==> src/logic/adcseq_consts.svh <==
/*
 Offsets-free field layout, reset values and timing counts of the converter sequencer.
 Assumes it is included by bare name from the package only.
*/
`ifndef ADCSEQ_CONSTS_SVH
`define ADCSEQ_CONSTS_SVH

`define ADCSEQ_RES_W 8
`define ADCSEQ_CYC_W 11
`define ADCSEQ_CC1_START_BIT 7
`define ADCSEQ_CC1_FIX1_BIT 5
`define ADCSEQ_CC1_DIS_BIT 4
`define ADCSEQ_CC1_CH_MSB 3
`define ADCSEQ_CC1_CH_LSB 0
`define ADCSEQ_CC2_MODE_BIT 5
`define ADCSEQ_CC2_FIX1_BIT 4
`define ADCSEQ_CC2_TS_MSB 3
`define ADCSEQ_CC2_TS_LSB 1
`define ADCSEQ_ST_EOC_BIT 5
`define ADCSEQ_ST_BUSY_BIT 4
`define ADCSEQ_CH_RST 4'h0
`define ADCSEQ_DIS_RST 1'b1
`define ADCSEQ_MODE_RST 1'b0
`define ADCSEQ_TS_RST 3'h0
`define ADCSEQ_RESULT_RST 8'h00
`define ADCSEQ_SAR_FIRST 8'h80
`define ADCSEQ_TS_39 3'h0
`define ADCSEQ_TS_78 3'h2
`define ADCSEQ_TS_156 3'h3
`define ADCSEQ_TS_312 3'h4
`define ADCSEQ_TS_624 3'h5
`define ADCSEQ_TS_1248 3'h6
`define ADCSEQ_TCONV_39 11'd39
`define ADCSEQ_TCONV_78 11'd78
`define ADCSEQ_TCONV_156 11'd156
`define ADCSEQ_TCONV_312 11'd312
`define ADCSEQ_TCONV_624 11'd624
`define ADCSEQ_TCONV_1248 11'd1248

`endif

==> src/logic/adcseq_pkg.sv <==
/*
 Types of the converter sequencer: state codes and the packed state of each module.
 Assumes adcseq_consts.svh is on the include path.
*/
`include "adcseq_consts.svh"

package adcseq_pkg;
    typedef logic [`ADCSEQ_RES_W-1:0] adcseq_code_t;

    typedef enum logic [1:0] {
        ADCSEQ_IDLE = 2'b01,
        ADCSEQ_CONV = 2'b10
    } adcseq_state_t;

    typedef struct packed {
        adcseq_state_t st;
        logic start;
        logic [3:0] chan;
        logic dis;
        logic mode;
        logic [2:0] tsel;
        logic eoc;
        logic busy;
        logic irq;
        adcseq_code_t result;
        logic [`ADCSEQ_CYC_W-1:0] cyc;
        logic [2:0] step;
        logic [`ADCSEQ_CYC_W-1:0] tconv;
        logic ladder;
        logic comp_m;
        logic comp_s;
    } adcseq_main_t;

    typedef struct packed {
        adcseq_code_t trial;
        adcseq_code_t mask;
    } adcseq_sar_t;
endpackage : adcseq_pkg

==> src/logic/adcseq_sar_if.sv <==
/*
 Link between the sequencer control and its approximation register.
 Assumes both ends share one clock.
*/
`timescale 1ns/1ps
`default_nettype none

interface adcseq_sar_if;
    import adcseq_pkg::*;
    logic start;
    logic abort;
    logic step;
    logic comp;
    adcseq_code_t trial;
    adcseq_code_t decided;
    modport ctrl (output start, output abort, output step, output comp,
                  input trial, input decided);
    modport sar (input start, input abort, input step, input comp,
                 output trial, output decided);
endinterface : adcseq_sar_if

`default_nettype wire

==> src/logic/adcseq_sar.sv <==
/*
 Successive-approximation register: one bit per step, most significant first.
 Assumes the comparator bit it sees is already synchronised and settled.
*/
`timescale 1ns/1ps
`default_nettype none

module adcseq_sar
    import adcseq_pkg::*;
(
    input wire logic clk_i,
    input wire logic rst_b_i,
    adcseq_sar_if.sar sar_if
);
    adcseq_sar_t s_q;
    adcseq_sar_t s_d;

    // Trial bit stays when the input is at or above the trial level
    assign sar_if.decided = sar_if.comp ? s_q.trial : (s_q.trial & ~s_q.mask);
    assign sar_if.trial = s_q.trial;

    always_comb begin
        s_d = s_q;
        if (sar_if.abort) begin
            s_d.trial = `ADCSEQ_RESULT_RST;
            s_d.mask = `ADCSEQ_RESULT_RST;
        end else if (sar_if.start) begin
            s_d.trial = `ADCSEQ_SAR_FIRST;
            s_d.mask = `ADCSEQ_SAR_FIRST;
        end else if (sar_if.step) begin
            s_d.trial = sar_if.decided | (s_q.mask >> 1);
            s_d.mask = s_q.mask >> 1;
        end
    end

    always_ff @(posedge clk_i) begin
        if (!rst_b_i) begin
            s_q <= '0;
        end else begin
            s_q <= s_d;
        end
    end
endmodule : adcseq_sar

`default_nettype wire

==> src/logic/adcseq_top.sv <==
/*
 Conversion sequencer of an 8-bit successive-approximation converter: control
 registers, conversion timer, status flags, done pulse and stop/slow handling.
 Assumes register accesses arrive as same-clock strobes, low_power_i comes from
 same-clock mode logic, and comp_i comes from the analog comparator pin.
*/
`timescale 1ns/1ps
`default_nettype none

module adcseq_top
    import adcseq_pkg::*;
#(
    parameter int RES_W = `ADCSEQ_RES_W
) (
    input wire logic clk_i,
    input wire logic rst_b_i,
    input wire logic converter_control_1_we_i,
    input wire logic [7:0] converter_control_1_wdata_i,
    input wire logic converter_control_2_we_i,
    input wire logic [7:0] converter_control_2_wdata_i,
    input wire logic conversion_result_re_i,
    input wire logic low_power_i,
    input wire logic comp_i,
    output logic [7:0] converter_control_1_o,
    output logic [7:0] converter_control_2_o,
    output logic [7:0] converter_status_o,
    output logic [7:0] conversion_result_o,
    output logic conv_start_bit_o,
    output logic conv_end_flag_o,
    output logic conv_busy_flag_o,
    output logic conv_done_irq_o,
    output logic [3:0] channel_select_o,
    output logic analog_input_disable_o,
    output logic ladder_connect_mode_o,
    output logic [2:0] conv_time_sel_o,
    output logic analog_reference_connect_o,
    output logic sample_hold_o,
    output logic [7:0] dac_code_o
);
    if (RES_W != `ADCSEQ_RES_W) begin : g_bad_width
        $error("adcseq_top supports an 8-bit result only");
    end

    adcseq_main_t s_q;
    adcseq_main_t s_d;
    logic fire;
    logic fin;
    logic [13:0] fire_lhs;
    logic [13:0] fire_rhs;

    adcseq_sar_if sar_if ();

    adcseq_sar u_sar (
        .clk_i(clk_i),
        .rst_b_i(rst_b_i),
        .sar_if(sar_if)
    );

    function automatic logic [`ADCSEQ_CYC_W-1:0] tconv_of(input logic [2:0] ts);
        logic [`ADCSEQ_CYC_W-1:0] n;
        n = `ADCSEQ_TCONV_1248;
        // Reserved codes fall back to the slowest, safest time
        case (ts)
            `ADCSEQ_TS_39: n = `ADCSEQ_TCONV_39;
            `ADCSEQ_TS_78: n = `ADCSEQ_TCONV_78;
            `ADCSEQ_TS_156: n = `ADCSEQ_TCONV_156;
            `ADCSEQ_TS_312: n = `ADCSEQ_TCONV_312;
            `ADCSEQ_TS_624: n = `ADCSEQ_TCONV_624;
            `ADCSEQ_TS_1248: n = `ADCSEQ_TCONV_1248;
            default: n = `ADCSEQ_TCONV_1248;
        endcase
        return n;
    endfunction : tconv_of

    // Step k ends at the first cycle where 8*(cyc+1) >= (k+1)*N
    assign fire_lhs = {s_q.cyc + 11'd1, 3'b000};
    assign fire_rhs = ({11'd0, s_q.step} + 14'd1) * {3'd0, s_q.tconv};

    always_comb begin
        s_d = s_q;
        fire = 1'b0;
        fin = 1'b0;
        sar_if.start = 1'b0;
        sar_if.abort = 1'b0;
        sar_if.step = 1'b0;
        sar_if.comp = s_q.comp_s;
        // Comparator pin is asynchronous: only comp_s feeds the approximation
        s_d.comp_m = comp_i;
        s_d.comp_s = s_q.comp_m;
        s_d.irq = 1'b0;
        if (converter_control_1_we_i) begin
            s_d.chan = converter_control_1_wdata_i[`ADCSEQ_CC1_CH_MSB:`ADCSEQ_CC1_CH_LSB];
            s_d.dis = converter_control_1_wdata_i[`ADCSEQ_CC1_DIS_BIT];
            if (converter_control_1_wdata_i[`ADCSEQ_CC1_START_BIT] && !s_q.start
                && !s_q.busy) begin
                s_d.start = 1'b1;
            end
        end
        if (converter_control_2_we_i) begin
            s_d.mode = converter_control_2_wdata_i[`ADCSEQ_CC2_MODE_BIT];
            s_d.tsel = converter_control_2_wdata_i[`ADCSEQ_CC2_TS_MSB:`ADCSEQ_CC2_TS_LSB];
        end
        case (s_q.st)
            ADCSEQ_IDLE: begin
                if (s_q.start) begin
                    s_d.st = ADCSEQ_CONV;
                    s_d.start = 1'b0;
                    s_d.busy = 1'b1;
                    s_d.eoc = 1'b0;
                    s_d.cyc = '0;
                    s_d.step = '0;
                    // Time is latched so a rewrite mid-conversion cannot skew steps
                    s_d.tconv = tconv_of(s_q.tsel);
                    sar_if.start = 1'b1;
                end
            end
            ADCSEQ_CONV: begin
                s_d.cyc = s_q.cyc + 11'd1;
                fire = (fire_lhs >= fire_rhs);
                if (fire) begin
                    sar_if.step = 1'b1;
                    s_d.step = s_q.step + 3'd1;
                    if (s_q.step == 3'd7) begin
                        fin = 1'b1;
                        s_d.st = ADCSEQ_IDLE;
                        s_d.busy = 1'b0;
                        s_d.result = sar_if.decided;
                        s_d.irq = 1'b1;
                    end
                end
            end
            default: begin
                s_d.st = ADCSEQ_IDLE;
            end
        endcase
        // A completion in the same cycle as a read wins
        if (fin) begin
            s_d.eoc = 1'b1;
        end else if (conversion_result_re_i) begin
            s_d.eoc = 1'b0;
        end
        s_d.ladder = s_d.mode | s_d.busy;
        if (low_power_i) begin
            s_d.st = ADCSEQ_IDLE;
            s_d.start = 1'b0;
            s_d.busy = 1'b0;
            s_d.chan = `ADCSEQ_CH_RST;
            s_d.dis = `ADCSEQ_DIS_RST;
            s_d.mode = `ADCSEQ_MODE_RST;
            s_d.tsel = `ADCSEQ_TS_RST;
            s_d.eoc = 1'b0;
            s_d.irq = 1'b0;
            s_d.result = `ADCSEQ_RESULT_RST;
            s_d.ladder = 1'b0;
            sar_if.abort = 1'b1;
            sar_if.start = 1'b0;
            sar_if.step = 1'b0;
        end
    end

    always_ff @(posedge clk_i) begin
        if (!rst_b_i) begin
            s_q <= '0;
            s_q.st <= ADCSEQ_IDLE;
            s_q.chan <= `ADCSEQ_CH_RST;
            s_q.dis <= `ADCSEQ_DIS_RST;
            s_q.mode <= `ADCSEQ_MODE_RST;
            s_q.tsel <= `ADCSEQ_TS_RST;
            s_q.result <= `ADCSEQ_RESULT_RST;
            s_q.tconv <= `ADCSEQ_TCONV_39;
        end else begin
            s_q <= s_d;
        end
    end

    // Fixed bits read at their initial levels, so control 1 reads 8'h10 after reset
    assign converter_control_1_o = {s_q.start, 1'b0, 1'b0, s_q.dis, s_q.chan};
    assign converter_control_2_o = {2'b00, s_q.mode, 1'b1, s_q.tsel, 1'b0};
    assign converter_status_o = {2'b00, s_q.eoc, s_q.busy, 4'h0};
    assign conversion_result_o = s_q.result;
    assign conv_start_bit_o = s_q.start;
    assign conv_end_flag_o = s_q.eoc;
    assign conv_busy_flag_o = s_q.busy;
    assign conv_done_irq_o = s_q.irq;
    assign channel_select_o = s_q.chan;
    assign analog_input_disable_o = s_q.dis;
    assign ladder_connect_mode_o = s_q.mode;
    assign conv_time_sel_o = s_q.tsel;
    assign analog_reference_connect_o = s_q.ladder;
    assign sample_hold_o = s_q.busy;
    assign dac_code_o = sar_if.trial;

    // Checking helpers: length of the running conversion
    logic [`ADCSEQ_CYC_W-1:0] len_q;
    always_ff @(posedge clk_i) begin
        if (!rst_b_i || !s_q.busy) begin
            len_q <= '0;
        end else begin
            len_q <= len_q + 11'd1;
        end
    end
endmodule : adcseq_top

`default_nettype wire

==> config.mk <==
export PLATFORM = sky130hd
export DESIGN_NAME = adcseq_top
export DESIGN_NICKNAME = d
export VERILOG_FILES = /design/src/logic/adcseq_pkg.sv /design/src/logic/adcseq_sar_if.sv /design/src/logic/adcseq_sar.sv /design/src/logic/adcseq_top.sv
export VERILOG_INCLUDE_DIRS = /design/src /design/src/logic
export SDC_FILE = /design/constraint.sdc
export NUM_CORES = 1
export LEC_CHECK = 0
export BUFFER_PORTS_ARGS = -buffer_cell sky130_fd_sc_hd__buf_2
export CAP_MARGIN = 0
export CORE_MARGIN = 3
export CORE_UTILIZATION = 30
export CTS_BUF_LIST = sky130_fd_sc_hd__clkbuf_8
export CTS_CLUSTER_SIZE = 10
export DETAILED_ROUTE_END_ITERATION = 16
export SETUP_SLACK_MARGIN = 0.5
export SYNTH_ARGS = -nofsm -noshare
export SYNTH_HDL_FRONTEND = slang
export SYNTH_HIERARCHICAL = 1
export SYNTH_SLANG_ARGS = --single-unit
==> constraint.sdc <==
create_clock -name clk_i -period 17 [get_ports clk_i]
set_input_delay 1.7 -clock clk_i [delete_from_list [all_inputs] [get_ports clk_i]]
set_output_delay 1.7 -clock clk_i [all_outputs]
set_load 0.02 [all_outputs]
==> flow_summary_export.csv <==
group,metric,value,unit
clock_tree,post_cts_resized,0,
synth,synth_warnings,6,
floorplan,rows,46,
drt,vias_per_cell,4.610,
drt,avgRoutedWirePerCell,11.77,um
drt,finalWirelength,9568,um
clock_tree,clkSinkCount,67,
critical_path,worstSetupPathType,"flop to flop",
power,switching_share,0.2464,
clock_tree,cts.path.max_buffers,2,
drt,ant_nets,0,
critical_path,critPathLaunchType,"flop",
grt,grt_max_degree,33,
critical_path,crit_top_cell,"ha_1",
critical_path,critPathMaxStageDelay,0.69,ns
sta,slew_viol_final,0,
power,cellLeakagePower,2.487,nW
synth,synth.area.top_cells,"dfxtp_1 27%, ha_1 8.9%, fa_1 7.3%",
layout,multi_input_comb_area,2980,um^2
sta,fmax,151.4,MHz
grt,grt_pass1_wl,16600,um
critical_path,critical_path_required,17.25,ns
floorplan,ios,78,
clock_tree,path_clk_slew,0.08,ns
critical_path,crit_fanout,16,
power,powerDensity,63.78,nW/um^2
critical_path,slowest_stage,"nor2_1",
power,internal_power,0.2553,mW
power,clock_power_share,0.457,
floorplan,die_area,17980,um^2
clock_tree,post_cts_buffers,0,
grt,antenna_found_initial,0,
power,p_sw,0.08349,mW
grt,first_global_vias,3533,
placement,dp_cells,797,
layout,nNetsFinal,668,
clock_tree,tritoncts,"yes",
clock_tree,hold_buffers,0,
sta,fin_skew,0.01145,ns
synth,synthesis.area,4922,um^2
synth,syn_inst,579,
critical_path,cp.arrival,6.86,ns
synth,syn_avg_cell_area,8.501,um^2
sta,rsz0062_at_grt,"no",
sta,worstMarginPinSlew,1.252,ns
critical_path,cp-end-kind,"flop",
layout,layout-drive-gt1-share,0.1742,
floorplan,core,15940,um^2
clock_tree,insertion_delay,0.35,ns
sta,fin_crit,6.604,ns
synth,yosysTopAreaCell,"dfxtp_1",
floorplan,fp.dieW,134.1,um
layout,fill_cells,1687,
synth,synth_edf_count,0,
drt,drt_iter0_drc,140,
layout,synthToLayoutAreaGrowth,7.931,%
grt,grt_usage,0.1107,
power,p_seq_frac,0.474,
clock_tree,h-tree-depth,3,
placement,place_congestion,0.7637,
power,ir_drop,0.04602,mV
layout,final_cell_count_no_fill,813,
floorplan,fp.dieH,134.1,um
power,comb_power_share,0.069,
min_path,hp-class,"flop to flop",
sta,setup_violations,0,
drt,drc_errors,0,
run_status,status,"complete, no violations",
sta,fin_setup_tns,0,ns
clock_tree,root_buffer,"clkbuf_8",
placement,dp_hpwl,7220,um
min_path,holdPathStages,1,
grt,overflow,0,
sta,period_share,0.3884,
placement,io_buffer_count,59,
synth,synth_cell_types,63,
synth,ys.flop_type,"dfxtp_1",
synth,yosys_register_bits,67,
layout,n_antenna_cell,0,
critical_path,path_cells,"ha_1, ha_1, and2_1, fa_1, inv_1, fa_1, inv_1, ha_1, nand3_1, o211ai_1, o41a_1, a41o_1, a21oi_2, xnor2_1, ha_1, nand4_1, a311o_1, nand3_2, nand2_1, nor2_1, inv_2, a21o_1, o21ba_2",
clock_tree,cts_buffers,9,
drt,vias,3748,
job,drv_cap,0,
sta,relSlewSlack,0.1652,
critical_path,ff2ff_path_depth,23,
synth,seq_area_frac_synth,0.2725,
layout,register_area,1341,um^2
sta,final_hold_viol_count,0,
floorplan,start_util,0.3087,
synth,ys_async_sr_fraction,0,
drt,drtPass1Iterations,4,
synth,netlist.area_leader.share,0.2725,
-- power by group through the flow --
stage	Combinational, mW	Clock [mW]	Sequential [mW]
final	0.0233	0.155	0.161
after global routing	0.0260	0.165	0.161
after CTS	0.0235	0.160	0.161
after detailed placement	0.0234	0	0.164
after global placement	0.0233	0	0.164
after floorplan	0.0209	0	0.164
-- per-stage QoR --
step	util	total power, mW	setup WS (ns)	cell area [um^2]	hold WS, ns
finish	0.3332	0.3388	10.40	5313	0.4383
global route	0.3332	0.3525	9.950	5313	0.4710
CTS	0.3332	0.3441	10.35	5313	0.4412
detailed placement	0.3186	0.1878	10.39	5079	0.4217
global placement	0.3186	0.1877	10.39	5079	0.4167
floorplan	-	0.1851	11.59	4960	0.4119
-- cells in the mapped netlist (10+ instances only) --
cell	number
a21oi_1	29
nand2_1	48
o21ai_0	23
nor2b_1	19
dfxtp_1	67
inv_1	48
nand3_1	16
xor2_1	10
nand2b_1	13
xnor2_1	10
nor2_1	32
clkbuf_1	14
mux2i_1	11
buf_4	48
and2_1	31
fa_1	18
ha_1	35
-- state kept, by name, indices dropped and copies added, names as in the netlist, 3 cells and up --
name,flops
channel_select_o,4
conv_time_sel_o,3
conversion_result_o,8
s_q,27
u_sar/s_q,8
u_sar/sar_if.trial,8
-- cells in the final DEF, fill, tap and decap left out, drive strengths merged, types with 2 or more instances in the layout --
master  Yosys  layout
o21ai      27      27
nand4       6       6
a21oi      30      30
inv        49      51
clkbuf     14      10
dfxtp      67      67
a22oi       9       9
buf        54      60
nand3      19      19
mux2i      11      11
o21bai      2       2
a21o        3       3
mux2        6       6
ha         35      35
conb        2      12
a31oi       3       3
o21ba       8       8
and3        8       8
nor2b      19      19
nand2      48      48
fa         18      18
nor2       35      35
xor2       10      10
a211oi      2       2
nand4b      2       2
a21boi      7       7
nor3        6       6
bufinv      0       2
o211ai      5       5
nand2b     14      14
and2       31      31
a311o       2       2
xnor2      10      10
-- logic make-up after synthesis --
| group | Yosys count | share of synthesized area |
|---|---|---|
| buffers and inverters | 117 | 0.1296 |
| other | 2 | 0.001526 |
| AOI/OAI and AO/OA | 109 | 0.1546 |
| DFF | 67 | 0.2725 |
| xor gates and xnor gates | 20 | 0.03559 |
| adders and majority gates | 53 | 0.1622 |
| muxes | 17 | 0.03610 |
| and+or+nand+nor | 194 | 0.2079 |
-- per-layer routing --
metal	vias up	share of wire	routed length, um	track usage
met4	0	0.012	112	0.03733
met2	75	0.46	4398	0.1828
met5	-	0	0	0
met1	1754	0.49	4672	0.1455
li1	1909	-	-	-
met3	10	0.040	384	0.02176
-- critical path: cells and delay by family (launching register included) --
kind	cells	cell delay, ns
buffers and inverters	3	0.31
AO/OA/AOI/OAI	7	1.73
adder cells (fa/ha/maj)	6	2.29
AND/OR/NAND/NOR	6	1.44
flip-flops	1	0.63
XOR/XNOR	1	0.10
-- layout make-up --
class,instances,share of cell area
multi-input cells,405,0.5610
flip-flops and latches,67,0.2525
repair buffers,60,0.05699
well taps,216,0.05087
inverters,49,0.03462
clock buffers,10,0.02591
clock inverters,6,0.01813
-- final timing paths --
path                        startpoint                                  to  slack [ns]
setup / recovery  s_q[14]$_SDFFE_PN0P_  u_sar/sar_if.trial[7]$_SDFFE_PP0P_       10.40
hold / removal       s_d[0]$_SDFF_PN0_              sar_if.comp$_SDFF_PN0_        0.44
setup reg to reg  s_q[14]$_SDFFE_PN0P_  u_sar/sar_if.trial[7]$_SDFFE_PP0P_       10.40
hold reg to reg      s_d[0]$_SDFF_PN0_              sar_if.comp$_SDFF_PN0_        0.44
Power figures use the tool's default switching activity.
